===== src/rtl/burst_sram_pkg.sv =====
// package: constants for the pipelined burst sram control input block
package burst_sram_pkg;
  localparam int ADDR_WIDTH = 18;
  localparam int LOCATION_COUNT = 266144;
  localparam int LANE_COUNT = 4;
  localparam int LANE_WIDTH = 9;
  localparam int DATA_WIDTH = LANE_COUNT * LANE_WIDTH;
  localparam int BURST_BITS = 2;
  localparam logic [BURST_BITS-1:0] BURST_START_RST = 2'h0;
  localparam logic [ADDR_WIDTH-1:0] ADDR_RST = 18'h00000;
  localparam int BUF_DEPTH = 2;
  // access kind carried with each captured command
  typedef enum logic [2:0] {
    ACC_IDLE = 3'b001,
    ACC_READ = 3'b010,
    ACC_WRITE = 3'b100
  } access_type;
endpackage : burst_sram_pkg


===== src/rtl/burst_sram_ctrl.sv =====
// control and address input stage of a pipelined burst sram
module burst_sram_ctrl
  import burst_sram_pkg::*;
#(
  parameter int AW = ADDR_WIDTH,
  parameter int LANES = LANE_COUNT
) (
  // clock and reset
  input wire logic i_clk,
  input wire logic i_rst,
  // synchronous control pins
  input wire logic [AW-1:0] i_addr,
  input wire logic [LANES-1:0] i_byte_lane_write_select_n,
  input wire logic i_write_strobe_n,
  input wire logic i_advance_or_load,
  input wire logic i_clock_qualify_n,
  input wire logic i_chip_select_first_n,
  input wire logic i_chip_select_second,
  input wire logic i_chip_select_third_n,
  input wire logic i_burst_order_interleaved,
  // captured access stream toward the array
  output logic o_acc_valid,
  output logic o_acc_write,
  output logic [AW-1:0] o_acc_addr,
  output logic [LANES-1:0] o_acc_lane_we,
  input wire logic i_acc_ready,
  // state visible to the data path
  output logic o_selected,
  output logic o_input_stall
);
  localparam int ENTRY_W = AW + LANES + 1;

  // burst sequence step: interleaved xors the count, linear adds it
  function automatic logic [BURST_BITS-1:0] burst_step(
    input logic [BURST_BITS-1:0] start,
    input logic [BURST_BITS-1:0] cnt,
    input logic interleaved
  );
    burst_step = interleaved ? (start ^ cnt) : (start + cnt);
  endfunction : burst_step

  logic [AW-1:0] base_addr_r;
  logic [BURST_BITS-1:0] burst_cnt_r;
  logic [BURST_BITS-1:0] burst_cnt_nxt;
  logic [AW-1:0] base_addr_nxt;
  logic selected_r;
  logic order_r;
  access_type kind_r;
  access_type kind_nxt;
  logic buf_ready;
  logic buf_valid;
  logic [ENTRY_W-1:0] buf_data;
  logic [ENTRY_W-1:0] entry;
  logic acc_valid_r;
  logic acc_write_r;
  logic [AW-1:0] acc_addr_r;
  logic [LANES-1:0] acc_lane_we_r;
  logic stall_r;

  // a clock edge counts only when qualify is low and the buffer can take a word
  wire edge_ok = !i_clock_qualify_n && buf_ready;
  wire chip_sel = !i_chip_select_first_n
    && i_chip_select_second
    && !i_chip_select_third_n;
  wire do_load = !i_advance_or_load;
  // advancing while deselected has nothing to advance; treated as idle
  wire do_adv = i_advance_or_load && selected_r;
  wire is_write = !i_write_strobe_n;
  wire [LANES-1:0] lane_we = is_write ? ~i_byte_lane_write_select_n : '0;
  wire [AW-1:0] out_addr = {base_addr_nxt[AW-1:BURST_BITS],
    burst_step(base_addr_nxt[BURST_BITS-1:0], burst_cnt_nxt, order_r)};

  // next command state from the pins
  always_comb begin
    base_addr_nxt = base_addr_r;
    burst_cnt_nxt = burst_cnt_r;
    kind_nxt = ACC_IDLE;
    if (do_load) begin
      if (chip_sel) begin
        base_addr_nxt = i_addr;
        burst_cnt_nxt = BURST_START_RST;
        kind_nxt = is_write ? ACC_WRITE : ACC_READ;
      end
    end else if (do_adv) begin
      burst_cnt_nxt = burst_cnt_r + 2'h1;
      kind_nxt = kind_r;
    end
  end

  // packed entry: write flag, lane enables, word address
  assign entry = {kind_nxt == ACC_WRITE, lane_we, out_addr};
  wire push = edge_ok && (kind_nxt != ACC_IDLE);

  // command state only moves on a qualified edge
  always_ff @(posedge i_clk) begin
    if (i_rst) begin
      base_addr_r <= ADDR_RST;
      burst_cnt_r <= BURST_START_RST;
      kind_r <= ACC_IDLE;
      selected_r <= 1'b0;
    end else if (edge_ok) begin
      base_addr_r <= base_addr_nxt;
      burst_cnt_r <= burst_cnt_nxt;
      kind_r <= kind_nxt;
      if (do_load) begin
        selected_r <= chip_sel;
      end
    end
  end

  // strap is a static level; sampled after reset rather than at it
  always_ff @(posedge i_clk) begin
    if (i_rst) begin
      order_r <= 1'b1;
    end else begin
      order_r <= i_burst_order_interleaved;
    end
  end

  pair_buffer #(
    .WIDTH(ENTRY_W)
  ) u_buf (
    .i_clk(i_clk),
    .i_rst(i_rst),
    .i_valid(push),
    .i_data(entry),
    .o_ready(buf_ready),
    .o_valid(buf_valid),
    .o_data(buf_data),
    .i_ready(!acc_valid_r || i_acc_ready)
  );

  // output register stage; the access word follows one edge after capture
  always_ff @(posedge i_clk) begin
    if (i_rst) begin
      acc_valid_r <= 1'b0;
      acc_write_r <= 1'b0;
      acc_addr_r <= ADDR_RST;
      acc_lane_we_r <= '0;
      stall_r <= 1'b0;
    end else begin
      stall_r <= !buf_ready;
      if (!acc_valid_r || i_acc_ready) begin
        acc_valid_r <= buf_valid;
        acc_write_r <= buf_data[ENTRY_W-1];
        acc_lane_we_r <= buf_data[AW +: LANES];
        acc_addr_r <= buf_data[AW-1:0];
      end
    end
  end

  assign o_acc_valid = acc_valid_r;
  assign o_acc_write = acc_write_r;
  assign o_acc_addr = acc_addr_r;
  assign o_acc_lane_we = acc_lane_we_r;
  assign o_selected = selected_r;
  assign o_input_stall = stall_r;
endmodule : burst_sram_ctrl


===== src/rtl/pair_buffer.sv =====
// two-entry valid/ready buffer for captured access words
module pair_buffer #(
  parameter int WIDTH = 8
) (
  // clock and reset
  input wire logic i_clk,
  input wire logic i_rst,
  // fill side
  input wire logic i_valid,
  input wire logic [WIDTH-1:0] i_data,
  output logic o_ready,
  // drain side
  output logic o_valid,
  output logic [WIDTH-1:0] o_data,
  input wire logic i_ready
);
  logic [WIDTH-1:0] mem_r [2];
  logic wr_ptr_r;
  logic rd_ptr_r;
  logic [1:0] count_r;
  wire push = i_valid && (count_r != 2'h2);
  wire pop = i_ready && (count_r != 2'h0);

  // pointer and occupancy bookkeeping
  always_ff @(posedge i_clk) begin
    if (i_rst) begin
      wr_ptr_r <= 1'b0;
      rd_ptr_r <= 1'b0;
      count_r <= 2'h0;
    end else begin
      if (push) begin
        mem_r[wr_ptr_r] <= i_data;
        wr_ptr_r <= ~wr_ptr_r;
      end
      if (pop) begin
        rd_ptr_r <= ~rd_ptr_r;
      end
      count_r <= count_r + {1'b0, push} - {1'b0, pop};
    end
  end

  // ready is registered from occupancy so it never loops through the drain side
  assign o_ready = (count_r != 2'h2);
  assign o_valid = (count_r != 2'h0);
  assign o_data = mem_r[rd_ptr_r];
endmodule : pair_buffer


===== config.mk =====
export PLATFORM = sky130hd
export DESIGN_NAME = burst_sram_ctrl
export DESIGN_NICKNAME = d
export VERILOG_FILES = /design/src/rtl/burst_sram_pkg.sv /design/src/rtl/burst_sram_ctrl.sv /design/src/rtl/pair_buffer.sv
export SDC_FILE = /design/constraint.sdc
export NUM_CORES = 1
export LEC_CHECK = 0
export BUFFER_PORTS_ARGS = -buffer_cell sky130_fd_sc_hd__buf_2
export CAP_MARGIN = 20
export CORE_UTILIZATION = 47
export CTS_CLUSTER_DIAMETER = 60
export DETAILED_ROUTE_END_ITERATION = 8
export PLACE_DENSITY_LB_ADDON = 0.2
export SETUP_SLACK_MARGIN = 0.2
export SLEW_MARGIN = 20
export SYNTH_ARGS = -nofsm -noshare
export SYNTH_HDL_FRONTEND = slang
export SYNTH_SLANG_ARGS = --single-unit

===== constraint.sdc =====
create_clock -name i_clk -period 3.34 [get_ports i_clk]
set_input_delay 0.167 -clock i_clk [delete_from_list [all_inputs] [get_ports i_clk]]
set_output_delay 0.167 -clock i_clk [all_outputs]
set_load 0.02 [all_outputs]

### After elaboration in Yosys (flattened, before gate mapping)

Memories as Yosys holds them, arrays and structs flattened. A register that Yosys moved wholly into a read port is not among the register bits.
Cells that the tools add are included.

| word-level totals | value |
|---|---|
| bits in writable memories | 46 |
| memories | 1 |
| flip-flop bits (word level) | 31 |
| word-level logic and storage cells | 52 |

| cells by class | value |
|---|---|
| bitwise gates (word level) | 5 |
| muxes and demuxes | 14 |
| add/sub/neg operators | 4 |
| reductions and logical operators | 15 |
| equality and inequality tests | 3 |

Memory list:

| memory | words | width | read ports | clocked after Yosys merged registers in | write ports | RTL line | RTL |
|---|---|---|---|---|---|---|---|
| u_buf.mem_r | 2 | 23 | 1 | 1 | 1 | pair_buffer.sv:17 | `logic [WIDTH-1:0] mem_r [2];` |

Operators with widths:

| kind | number |
|---|---|
| 18-bit two-way mux | 2 |
| 3-bit two-way mux | 4 |
| 2-bit two-way mux | 4 |
| 1-bit logical AND | 7 |
| 1-bit zero test | 5 |
| 4-bit two-way mux | 1 |
| 4-bit NOT | 1 |
| 3-bit equality test, second input constant | 1 |
| 1-bit two-way mux | 3 |
| 3-bit by 1-bit inequality test with 1-bit output, second input constant | 1 |
| 1-bit NOT | 3 |
| 2-bit by 1-bit adder with 2-bit output | 1 |
| 2-bit by 1-bit adder with 2-bit output, second input constant | 1 |
| 2-bit adder | 1 |
| 2-bit inequality test, second input constant | 1 |
| 2-bit AND reduction | 1 |
| 2-bit nonzero test | 1 |
| 2-bit by 1-bit subtractor with 2-bit output | 1 |
| 2-bit bitwise XOR | 1 |
| 1-bit logical OR | 1 |

### Depth between registers and ports, before layout

Gate-level depths: netlist of the first run.

| logic depth | value |
|---|---|
| depth in word-level cells | 11 |
| mapped depth | 9 |
| mapped depth without buffers | 6 |

### Modules after synthesis

From an unflattened synthesis of the first run, not the netlist that was laid out.

| second synthesis, totals | value |
|---|---|
| cells, all modules | 396 |
| area total of the unflattened synthesis | 4110.2 um^2 |

Modules (own cells, without submodules):

| module | area each (um^2) | instances | seq. area each (um^2) | cells an instance |
|---|---|---|---|---|
| burst_sram_ctrl | 2192.1 | 1 | 1001.0 | 294 |
| pair_buffer | 1918.1 | 1 | 1481.4 | 102 |

### Worst setup path after synthesis of the first run

Ideal clock, no wire load.

| timing | value |
|---|---|
| kind | input to register |
| from | input i_advance_or_load |
| to | memory u_buf.mem_r[1][0] in the netlist's numbering, enable pin |
| cell stages on the path | 4 |
| setup slack | 0.197 ns |
| arrival | 2.706 ns |
| library setup time | 0.437 ns |
| required time | 2.903 ns |
| buffers on the path | 1 |
| path through | buf_6 > nor4b_4 > o311ai_4 > nor3b_1 |

| between the ends | value |
|---|---|
| longest elaborated chain between the ends | 9 |

RTL lines:

| element | RTL line | RTL |
|---|---|---|
| start, declared | burst_sram_ctrl.sv:15 | `input wire logic i_advance_or_load,` |
| 1-bit logical AND | burst_sram_ctrl.sv:67 | `wire do_adv = i_advance_or_load && selected_r;` |
| 3-bit two-way mux | burst_sram_ctrl.sv:84 | `end else if (do_adv) begin` |
| 3-bit two-way mux (*) | burst_sram_ctrl.sv:78 | `if (do_load) begin` |
| 3-bit by 1-bit inequality test with 1-bit output (*) | burst_sram_ctrl.sv:92 | `wire push = edge_ok && (kind_nxt != ACC_IDLE);` |
| 1-bit logical AND (*) | burst_sram_ctrl.sv:92 |  |
| 1-bit logical AND (*) | pair_buffer.sv:21 | `wire push = i_valid && (count_r != 2'h2);` |
| 1-bit two-way mux (*) | pair_buffer.sv:31 | `if (push) begin` |
| 1-bit two-way mux (*) | pair_buffer.sv:26 | `if (i_rst) begin` |
| 1-bit two-way mux (implied by the code) (*) | pair_buffer.sv:32 | `mem_r[wr_ptr_r] <= i_data;` |
| end, declared | pair_buffer.sv:17 |  |

Mark *: on every way between the ends. The rest lies on a longest branch, timed or not.

### Worst setup path in the final report of the first run

| timing | value |
|---|---|
| from | register u_buf.count_r[0] |
| to | memory u_buf.mem_r[1][8] in the netlist's numbering, enable pin |

| between the ends | value |
|---|---|
| longest elaborated chain between the ends | 7 |

RTL lines:

| element | RTL line | RTL |
|---|---|---|
| start, declared | pair_buffer.sv:20 | `logic [1:0] count_r;` |
| start signal, assigned | pair_buffer.sv:38 | `count_r <= count_r + {1'b0, push} - {1'b0, pop};` |
| 2-bit inequality test (*) | pair_buffer.sv:21, pair_buffer.sv:43 |  |
| 1-bit logical AND | burst_sram_ctrl.sv:61 | `wire edge_ok = !i_clock_qualify_n && buf_ready;` |
| 1-bit logical AND | burst_sram_ctrl.sv:92 |  |
| 1-bit logical AND (*) | pair_buffer.sv:21 |  |
| 1-bit two-way mux (*) | pair_buffer.sv:31 |  |
| 1-bit two-way mux (*) | pair_buffer.sv:26 |  |
| 1-bit two-way mux (implied by the code) (*) | pair_buffer.sv:32 |  |

Marks and branches as above.

==> run_results.csv, run 1 <==
group,metric,value,unit
critical_path,rr_startpoint,"u_buf.count_r[0]",
die,die_area,8721,sq um
yosys,postSynthAreaPerCell,10.72,sq um
power,p_leak,1.773,nW
run_status,status,"finished clean",
worst_hold_path,worstHoldStart,"i_addr[5]",
place,place_ws,1.242,ns
detailed_routing,drc_errors,0,
detailed_routing,dr.max_layer_used,"met4",
critical_path,worst-endpoint-required,3.39,ns
power,pwr-share-clk,27.6,%
yosys,yosys-top-cells-area,"edfxtp_1, dfxtp_1, nand2_1",
die,coreArea,7888,sq um
power,power.density,584.4,nW/um^2
detailed_routing,drtPass1Iterations,5,
power,swShare,28.86,%
clocking,cts.sinks,100,
timing,hold_viol,0,
worst_hold_path,hold_class,"in -> reg",
detailed_routing,wl_met1,3343,um
yosys,synth_seq_cells,100,
detailed_routing,wl_met2,3578,um
die,die_x,93.39,um
timing,tightest_slew,0.7513,ns
yosys,ys_seq_area_share,62.74,%
yosys,synth-edff-count,46,
detailed_routing,met3_length,414,um
power,combPwrFrac,18.4,%
critical_path,crit_path_start_kind,"flip-flop",
clocking,cts_buffers,9,
yosys,syn_inst,366,
layout,final_area,4492,sq um
clocking,htree_levels,3,
die,row_count,32,
timing,whs,0.05028,ns
power,internal_power,0.001868,W
yosys,yosys_warnings,0,
power,seqPwrFrac,54.0,%
timing,slew_headroom,49.92,%
clocking,cts_resized,0,
place,placed_area,4294,sq um
layout,drive_gt1_share,20.80,%
detailed_routing,drtIter0Drc,114,
global_routing,grt_pass1_vias,2570,
layout,nNetsFinal,452,
yosys,syn_nets,400,
timing,fmax,489.2,MHz
global_routing,grt_usage,18.77,%
critical_path,crit_arrival,2.09,ns
global_routing,gr-total-overflow,0,
timing,fin_crit_sh,61.21,%
clocking,cts_tree,"built",
detailed_routing,vias,2696,
yosys,synth_area,3925,sq um
power,switchingPower,0.0007575,W
timing,rsz0062_at_grt,"no",
place,io_buffers,57,
yosys,ys_async_sr_fraction,0,%
timing,skew,0.01606,ns
timing,slew_violations,0,
detailed_routing,vias_per_cell,5.135,
layout,antenna_cells,0,
detailed_routing,antenna_left,0,
yosys,synthTopCellsByCount,"nand2_1, dfxtp_1, edfxtp_1, nor2_1, a21oi_1",
place,hpwl,4959,um
timing,setup_tns,0,ns
die,start_util,49.76,%
critical_path,end_kind,"flip-flop",
global_routing,antenna_found_initial,0,
timing,layout_setup_ws,1.296,ns
detailed_routing,routedWlPerCell,14.25,um
yosys,ys_types,33,
die,die_h,93.39,um
global_routing,grt_first_pass_wirelength,12160,um
yosys,synthDominantCellAreaShare,35.19,%
detailed_routing,routed_wl,7481,um
critical_path,crit_path_max_fanout,15,
yosys,synth_top_area_cell,"edfxtp_1",
critical_path,worstSetupPathType,"reg -> reg",
power,ir_drop,0.2340,mV
power,power,0.002625,W
timing,fin_crit,2.044,ns
clocking,clock_path_buffers,2,
job,maxCapViolations,0,
place,routabilityCongestion,0.8293,
yosys,synth.most_common_cell,"nand2_1",
layout,syn_to_final_growth,14.44,%
yosys,ys.flop_type,"dfxtp_1",
global_routing,grt_max_degree,49,
clocking,clk_latency,0.37,ns
timing,setup_viol,0,
critical_path,crit_start,"u_buf.count_r[0]",
die,io_pins,58,
clocking,path_clk_slew,0.09,ns
clocking,cts_root_buf,"clkbuf_8",
## per-layer routing
| layer | up-vias | global-route usage (%) |
|---|---|---|
| met3 | 13 | 4.146 |
| met5 | - | 0 |
| met1 | 1246 | 23.32 |
| li1 | 1369 | - |
| met4 | 0 | 7.564 |
| met2 | 68 | 31.68 |
## area by class of cell
cell class                      instances  area, sq um
Clock buffer                           12        155.1
Clock inverter                          4        32.53
Fill cell                             681         3396
Inverter                                3        11.26
Multi-Input combinational cell        239         1355
Sequential cell                       100         2462
Tap cell                              102        127.6
Timing Repair Buffer                   65        347.8
## power groups by stage
| stage | combinational, W | sequential, W | clock, W |
|---|---|---|---|
| floorplan | 0.000279 | 0.00151 | 0 |
| global placement | 0.000483 | 0.00144 | 0 |
| detailed placement | 0.000490 | 0.00145 | 0 |
| CTS | 0.000493 | 0.00142 | 0.000741 |
| global route | 0.000538 | 0.00143 | 0.000790 |
| finish | 0.000484 | 0.00142 | 0.000724 |
## cells by family (layout without fill, tap and decap cells)
family                   count (synthesis)  after routing  share of synthesized area [%]
AO/OA/AOI/OAI                           63             63                          10.33
flip-flops                             100            100                          62.74
buffers and inverters                   27             84                          3.220
XOR/XNOR                                 7              7                          1.562
AND/OR/NAND/NOR                        144            144                          15.65
multiplexers                            23             23                          5.865
adder cells (fa/ha/maj)                  2              2                         0.6374
## state kept, by name, summed over array words and instances (netlist names)
signal and flops:
base_addr_r 18, burst_cnt_r 2, kind_r 3, o_acc_addr 18
o_acc_lane_we 4, o_acc_valid 1, o_acc_write 1, o_input_stall 1
o_selected 1, order_r 1, u_buf.count_r 2, u_buf.mem_r 46
u_buf.rd_ptr_r 1, u_buf.wr_ptr_r 1
## cells in the final DEF, fill, tap and decap left out, types with 2 or more instances in the layout
master	count
nand2_1	92
buf_2	57
dfxtp_1	54
edfxtp_1	46
nor2_1	34
a21oi_1	27
mux2i_1	23
a211oi_1	23
clkbuf_8	11
o21ai_0	9
buf_4	7
xnor2_1	5
inv_1	3
nand2b_1	3
or4b_2	2
nand3_1	2
xor2_1	2
or3_1	2
ha_1	2
clkinvlp_4	2
## worst max-delay path: stages (launching register included)
cell and delay, ns:
dfxtp_1 0.37, nand2b_1 0.30, o311ai_4 0.22, nor3b_4 0.49, buf_4 0.35
## timing repair
action	in CTS	in global routing
setup buffers	0	0
hold buffers	1	0
hold endpoints to repair	1	0
## worst paths after layout
path,to,slack [ns],cells past startpoint
setup / recovery,u_buf.mem_r[1][8],1.30,4
hold / removal,base_addr_r[5],0.05,3
setup reg to reg,u_buf.mem_r[1][8],1.30,4
hold reg to reg,base_addr_r[7],0.46,2
## metrics by stage
| stage | utilization, % | std cells |
|---|---|---|
| after global placement | 54.44 | 508 |
| final | 56.95 | 525 |
| after CTS | 56.95 | 525 |
| after floorplan | - | 366 |
| after detailed placement | 54.44 | 508 |
| after global routing | 56.95 | 525 |
(Power assumes the default switching activity.)
==> inputs of run 2 (changes only) <==
--- a/config.mk
+++ b/config.mk
@@ -5,6 +5,7 @@
 export SDC_FILE = /design/constraint.sdc
 export NUM_CORES = 1
 export LEC_CHECK = 0
+export ABC_AREA = 1
 export BUFFER_PORTS_ARGS = -buffer_cell sky130_fd_sc_hd__buf_2
 export CAP_MARGIN = 20
 export CORE_UTILIZATION = 47
==> constraint.sdc (replaced) <==
create_clock -name i_clk -period 1.71 [get_ports i_clk]
set_input_delay 0.0855 -clock i_clk [delete_from_list [all_inputs] [get_ports i_clk]]
set_output_delay 0.0855 -clock i_clk [all_outputs]
set_load 0.02 [all_outputs]
==> run 2 against run 1 <==
  * Hold slack lost 0.015 ns
  * Critical path depth grew 5
  * Clock power grew 91%
  * Critical endpoint is now u_buf.mem_r[0][18]
==> run_results.csv, run 2 <==
group,metric,value,unit
run_status,status,"finished clean",
timing,hold_viol,0,
clocking,cts_tree,"built",
die,io_pins,58,
layout,regMostFlops,"u_buf.mem_r",
detailed_routing,routedWlPerCell,13.06,um
timing,whs,0.03490,ns
yosys,syn_nets,453,
yosys,yosys.area_share.simple,11.60,%
yosys,synth-adder-area-share,0.6186,%
detailed_routing,antenna_left,0,
layout,final_cell_mix,"nand2_1, buf_2, inv_1",
yosys,syn_inst,419,
yosys,synth_top_family_by_area,"compound AO/OA/AOI/OAI gates",
critical_path,crit_arrival,1.63,ns
yosys,synthTopCellsByCount,"nand2_1, inv_1, dfxtp_1, edfxtp_1, o21ai_0",
detailed_routing,drc_errors,0,
layout,syn_to_final_growth,18.59,%
power,power.density,1234,nW/um^2
yosys,synth_seq_cells,100,
yosys,synth_compound_area_share,17.29,%
yosys,yosys_warnings,0,
yosys,ys.flop_type,"dfxtp_1",
place,placed_area,4447,sq um
layout,largest_reg_flops,46,
clocking,clk_latency,0.36,ns
yosys,synth_area,4045,sq um
global_routing,antenna_found_initial,0,
layout,mostFrequentLayoutCell,"nand2_1",
layout,utilization,58.09,%
layout,antenna_cells,0,
die,coreArea,8258,sq um
power,ir_drop,0.4584,mV
critical_path,end_kind,"flip-flop",
timing,fmax,643.8,MHz
global_routing,grt_max_degree,48,
global_routing,gr-total-overflow,0,
power,power,0.005920,W
timing,fin_crit_sh,90.84,%
timing,slew_violations,0,
timing,skew,0.01034,ns
die,die_area,8981,sq um
die,die_h,94.77,um
global_routing,grt_usage,18.05,%
timing,rsz0062_at_grt,"yes",
clocking,cts_buffers,9,
timing,slew_headroom,71.94,%
die,row_count,33,
timing,setup_tns,0,ns
layout,drive_gt1_share,27.76,%
yosys,synthDominantCellAreaShare,34.15,%
critical_path,worstSetupPathType,"reg -> reg",
critical_path,crit_path_max_fanout,6,
global_routing,grt_first_pass_wirelength,12230,um
critical_path,worst-endpoint-required,1.79,ns
yosys,ys_types,30,
die,start_util,48.98,%
yosys,ys_async_sr_fraction,0,%
job,maxCapViolations,0,
worst_hold_path,hold_class,"in -> reg",
clocking,path_clk_slew,0.09,ns
yosys,synthMuxAreaShare,0,%
clocking,cts.sinks,100,
place,hpwl,5150,um
layout,nNetsFinal,519,
detailed_routing,drtIter0Drc,141,
detailed_routing,drtPass1Iterations,4,
place,io_buffers,57,
yosys,postSynthAreaPerCell,9.654,sq um
yosys,yosys-top-cells-area,"edfxtp_1, dfxtp_1, nand2_1",
detailed_routing,vias,2933,
clocking,htree_levels,3,
critical_path,crit_path_start_kind,"flip-flop",
timing,setup_viol,0,
yosys,synth-edff-count,46,
yosys,ys_seq_area_share,60.87,%
yosys,synth_xor_xnor_area_share,0.2165,%
layout,final_area,4797,sq um
detailed_routing,vias_per_cell,4.929,
die,die_x,94.77,um
timing,tightest_slew,0.4209,ns
timing,fin_crit,1.553,ns
power,p_leak,2.102,nW
yosys,synth.most_common_cell,"nand2_1",
place,routabilityCongestion,0.7598,
yosys,synth_top_area_cell,"edfxtp_1",
global_routing,grt_pass1_vias,2459,
clocking,cts_root_buf,"clkbuf_8",
detailed_routing,routed_wl,7768,um
clocking,clock_path_buffers,2,
==> run 2: cell type report <==
cell class,count,area (sq um)
Sequential cell,100,2469
Clock buffer,10,137.6
Timing Repair Buffer,79,506.7
Multi-Input combinational cell,235,1271
Inverter,60,235.2
Fill cell,731,3461
Clock inverter,6,46.29
Tap cell,105,131.4
==> run 2: per-layer routing <==
metal,wire length (um),GRT usage (%)
met1,3827,26.40
met2,3466,26.38
met3,362,2.979
met4,112,7.576
met5,0,0
==> run 2: where the power goes <==
group	leakage, nW	switching, W	internal (W)
sequential	0.873	0.000129	0.00284
clock	0.0893	0.000804	0.000579
combinational	1.14	0.00104	0.000526
total	2.10	0.00197	0.00395
==> run 2: logic make-up after synthesis <==
logic type,count (synthesis)
xor gates and xnor gates,1
buffers and inverters,84
AOI/OAI and AO/OA,118
DFF,100
and+or+nand+nor,114
adders and majority gates,2
==> run 2: worst paths after layout <==
kind	from	end	slack, ns	depth (start not counted)
hold reg to reg	u_buf.count_r[0]	o_input_stall	0.43	1
hold / removal	i_byte_lane_write_select_n[3]	u_buf.mem_r[0][21]	0.03	2
setup / recovery	o_selected	u_buf.mem_r[0][18]	0.16	9
setup reg to reg	o_selected	u_buf.mem_r[0][18]	0.16	9
==> run 2: metrics by stage <==
stage          cells  setup WS (ns)
3_5_place_dp     568         0.1314
5_1_grt          595         0.1062
2_1_floorplan    419        0.05462
4_1_cts          586         0.1853
6_report         595         0.1566
3_3_place_gp     568         0.2172
==> run 2: critical path: stages (launching register included) <==
cell and delay, ns:
dfxtp_4 0.37, nand2_4 0.07, inv_4 0.07, nand2_1 0.07
nand2_2 0.08, nand2_2 0.07, nand2_4 0.09, nand2_4 0.06
nor2_4 0.20, clkbuf_16 0.20
==> run 2: timing repair <==
item / CTS / global route
pin swaps: 0 / 10
gates resized for setup: 2 / 16
buffers inserted: 0 / 5
cloned: 0 / 2
endpoints found under the hold margin: 3 / 4
setup endpoints to repair: 32 / 49
hold buffers: 2 / 2
==> inputs of run 3 (changes only) <==
--- a/config.mk
+++ b/config.mk
@@ -16,4 +16,5 @@
 export SLEW_MARGIN = 20
 export SYNTH_ARGS = -nofsm -noshare
 export SYNTH_HDL_FRONTEND = slang
+export SYNTH_HIERARCHICAL = 1
 export SYNTH_SLANG_ARGS = --single-unit
==> run 3 against run 2 <==
  * Setup slack worse by 0.10 ns
  * Cell count up 3.9%
  * Design area up 7.3%
  * Non-clock buffer count up 6
  * Routed wire length up 5.8%
  * Clock skew up 0.0035 ns
  * Critical path depth up 1
  * Sequential cell count up 1
  * Via count up 3.5%
  * Combinational power up 21%
  * Count of clock-buffer cells in the layout down 1
  * Register-to-register slack worse by 0.10 ns
  * Critical endpoint is now u_buf/mem_r[1][10]
  * Highest routed layer unchanged
==> run_results.csv, run 3 <==
group,metric,value,unit
critical_path,crit_path_max_fanout,5,
die,die_area,9289,sq um
place,io_buffers,57,
yosys,ys_types,26,
yosys,synth_top_area_cell,"edfxtp_1",
yosys,syn_inst,428,
detailed_routing,drtPass1Iterations,4,
global_routing,gr-total-overflow,0,
yosys,synthTopCellsByCount,"nor2_1, inv_1, dfxtp_1, edfxtp_1, nand2_1",
timing,hold_viol,0,
clocking,clock_path_buffers,2,
critical_path,r2r_cells,10,
clocking,cts.sinks,101,
critical_path,end_kind,"flip-flop",
yosys,yosys-top-cells-area,"edfxtp_1, dfxtp_1, mux2_2",
yosys,ys.flop_type,"dfxtp_1",
die,die_x,96.38,um
place,placed_area,4703,sq um
critical_path,crit_arrival,1.76,ns
die,row_count,34,
worst_hold_path,holdPathEnd,"u_buf/mem_r[1][17]",
yosys,ys_seq_area_share,59.29,%
yosys,postSynthAreaPerCell,9.782,sq um
timing,slew_violations,0,
power,p_leak,2.296,nW
global_routing,grt_usage,18.84,%
die,die_h,96.38,um
detailed_routing,routed_wl,8215,um
timing,fin_crit_sh,96.74,%
critical_path,rr_startpoint,"o_selected",
clocking,cts_buffers,9,
critical_path,worstSetupPathType,"reg -> reg",
global_routing,grt_first_pass_wirelength,12920,um
layout,mostFrequentLayoutCell,"nor2_1",
timing,setup_tns,0,ns
run_status,status,"finished clean",
layout,final_cell_mix,"nor2_1, buf_2, inv_1",
yosys,synth-edff-count,46,
clocking,cts_tree,"built",
detailed_routing,vias_per_cell,4.911,
critical_path,reg2reg_slack,0.06,ns
clocking,cts_root_buf,"clkbuf_8",
timing,rsz0062_at_grt,"yes",
power,power.density,1274,nW/um^2
timing,layout_setup_ws,0.05569,ns
place,place_ws,0.008307,ns
layout,syn_to_final_growth,22.92,%
worst_hold_path,min_path_cells,3,
timing,fin_crit,1.654,ns
yosys,ys_async_sr_fraction,0,%
critical_path,r2r-end,"u_buf/mem_r[1][10]",
yosys,synthDominantCellAreaShare,32.99,%
yosys,synth_area,4187,sq um
layout,largest_reg_flops,46,
die,start_util,48.24,%
yosys,syn_nets,462,
place,hpwl,5386,um
global_routing,grt_pass1_vias,2724,
yosys,synth.most_common_cell,"nor2_1",
layout,drive_gt1_share,33.53,%
die,coreArea,8678,sq um
critical_path,crit_path_start_kind,"flip-flop",
worst_hold_path,worstHoldStart,"i_addr[17]",
layout,fillCellCount,779,
layout,antenna_cells,0,
timing,whs,0.03095,ns
layout,regMostFlops,"u_buf/mem_r",
job,maxCapViolations,0,
clocking,htree_levels,3,
layout,final_area,5146,sq um
place,routabilityCongestion,0.8007,
clocking,path_clk_slew,0.11,ns
worst_hold_path,hold_class,"in -> reg",
detailed_routing,routedWlPerCell,13.29,um
detailed_routing,drc_errors,0,
yosys,yosys_warnings,6,
critical_path,worst-endpoint-required,1.81,ns
clocking,clk_latency,0.37,ns
timing,fmax,604.5,MHz
layout,nNetsFinal,539,
detailed_routing,vias,3035,
timing,tightest_slew,0.3013,ns
power,power,0.006557,W
timing,slew_headroom,79.91,%
detailed_routing,antenna_left,0,
power,ir_drop,0.4722,mV
global_routing,antenna_found_initial,0,
detailed_routing,drtIter0Drc,98,
die,io_pins,58,
timing,skew,0.01389,ns
timing,setup_viol,0,
global_routing,grt_max_degree,46,
yosys,synth_seq_cells,101,
run 3: changes by cell type in the layout (fill, tap and decap cells not counted), moves of 5 or more:
cell and change:
nand3_1 +6, o21ai_0 +7, nor2_1 +47, nand2_1 -42, mux2_2 +23, a31oi_1 -24, nand2_2 -5, o21ai_1 -8
inv_2 +5
run 3: timing repair:
item / 4_1_cts / 5_1_grt
resized for setup: 10 / 9
hold endpoints to repair: 7 / 2
hold buffers: 4 / 1
buffers inserted: 6 / 2
pin swaps: 7 / 6
setup endpoints to repair: 48 / 71
gates cloned: 1 / 1
run 3: layout make-up:
type / instances / area, sq um / area share [%]
multi-input combinational: 247 / 1486 / 28.88
clock inverter: 7 / 87.58 / 1.702
inverter: 61 / 229.0 / 4.449
clock buffer: 9 / 123.9 / 2.407
sequential: 101 / 2490 / 48.38
timing repair buffer: 85 / 594.3 / 11.55
tap: 108 / 135.1 / 2.626
run 3: routing by layer:
metal	track usage (%)	part of all wire, %	up-vias
li1	-	-	1572
met1	25.16	47	1393
met2	30.50	48	62
met3	3.599	3.6	8
met4	7.108	1.4	0
met5	0	0	-
run 3: where the power goes:
group          internal (W)  switching [W]
clock              0.000716       0.000876
combinational      0.000773        0.00113
sequential          0.00291       0.000153
total               0.00440        0.00216
run 3: per-stage QoR:
stage               cells  utilization [%]
floorplan             428                -
global placement      587            54.20
detailed placement    587            54.20
CTS                   614            58.23
global route          618            59.30
finish                618            59.30
run 3: cells by family (layout without fill, tap and decap cells):
family | after synthesis | count (layout) | synth area share, %
DFF | 101 | 101 | 59.29
AOI/OAI and AO/OA | 94 | 94 | 12.94
and+or+nand+nor | 128 | 128 | 12.85
adders and majority gates | 2 | 2 | 0.5976
muxes | 23 | 23 | 6.187
buffers and inverters | 80 | 162 | 8.129
run 3: how the worst max path moves through the flow:
stage	startpoint	end
after CTS	o_selected	u_buf/mem_r[1][17]
after global routing	o_selected	u_buf/mem_r[1][17]
after floorplan	i_chip_select_third_n	u_buf/mem_r[1][0]
after global placement	o_selected	u_buf/mem_r[1][8]
after detailed placement	o_selected	u_buf/mem_r[1][3]
final	o_selected	u_buf/mem_r[1][10]
run 3: critical path, cell delays in order (launching register included):
cell       delay, ns
dfxtp_2         0.36
nand2_4         0.08
nor2_4          0.09
nor2_2          0.05
o21ai_2         0.05
nor2_2          0.06
nor2_4          0.13
nand2_4         0.07
nor3_4          0.20
buf_6           0.16
clkbuf_16       0.14
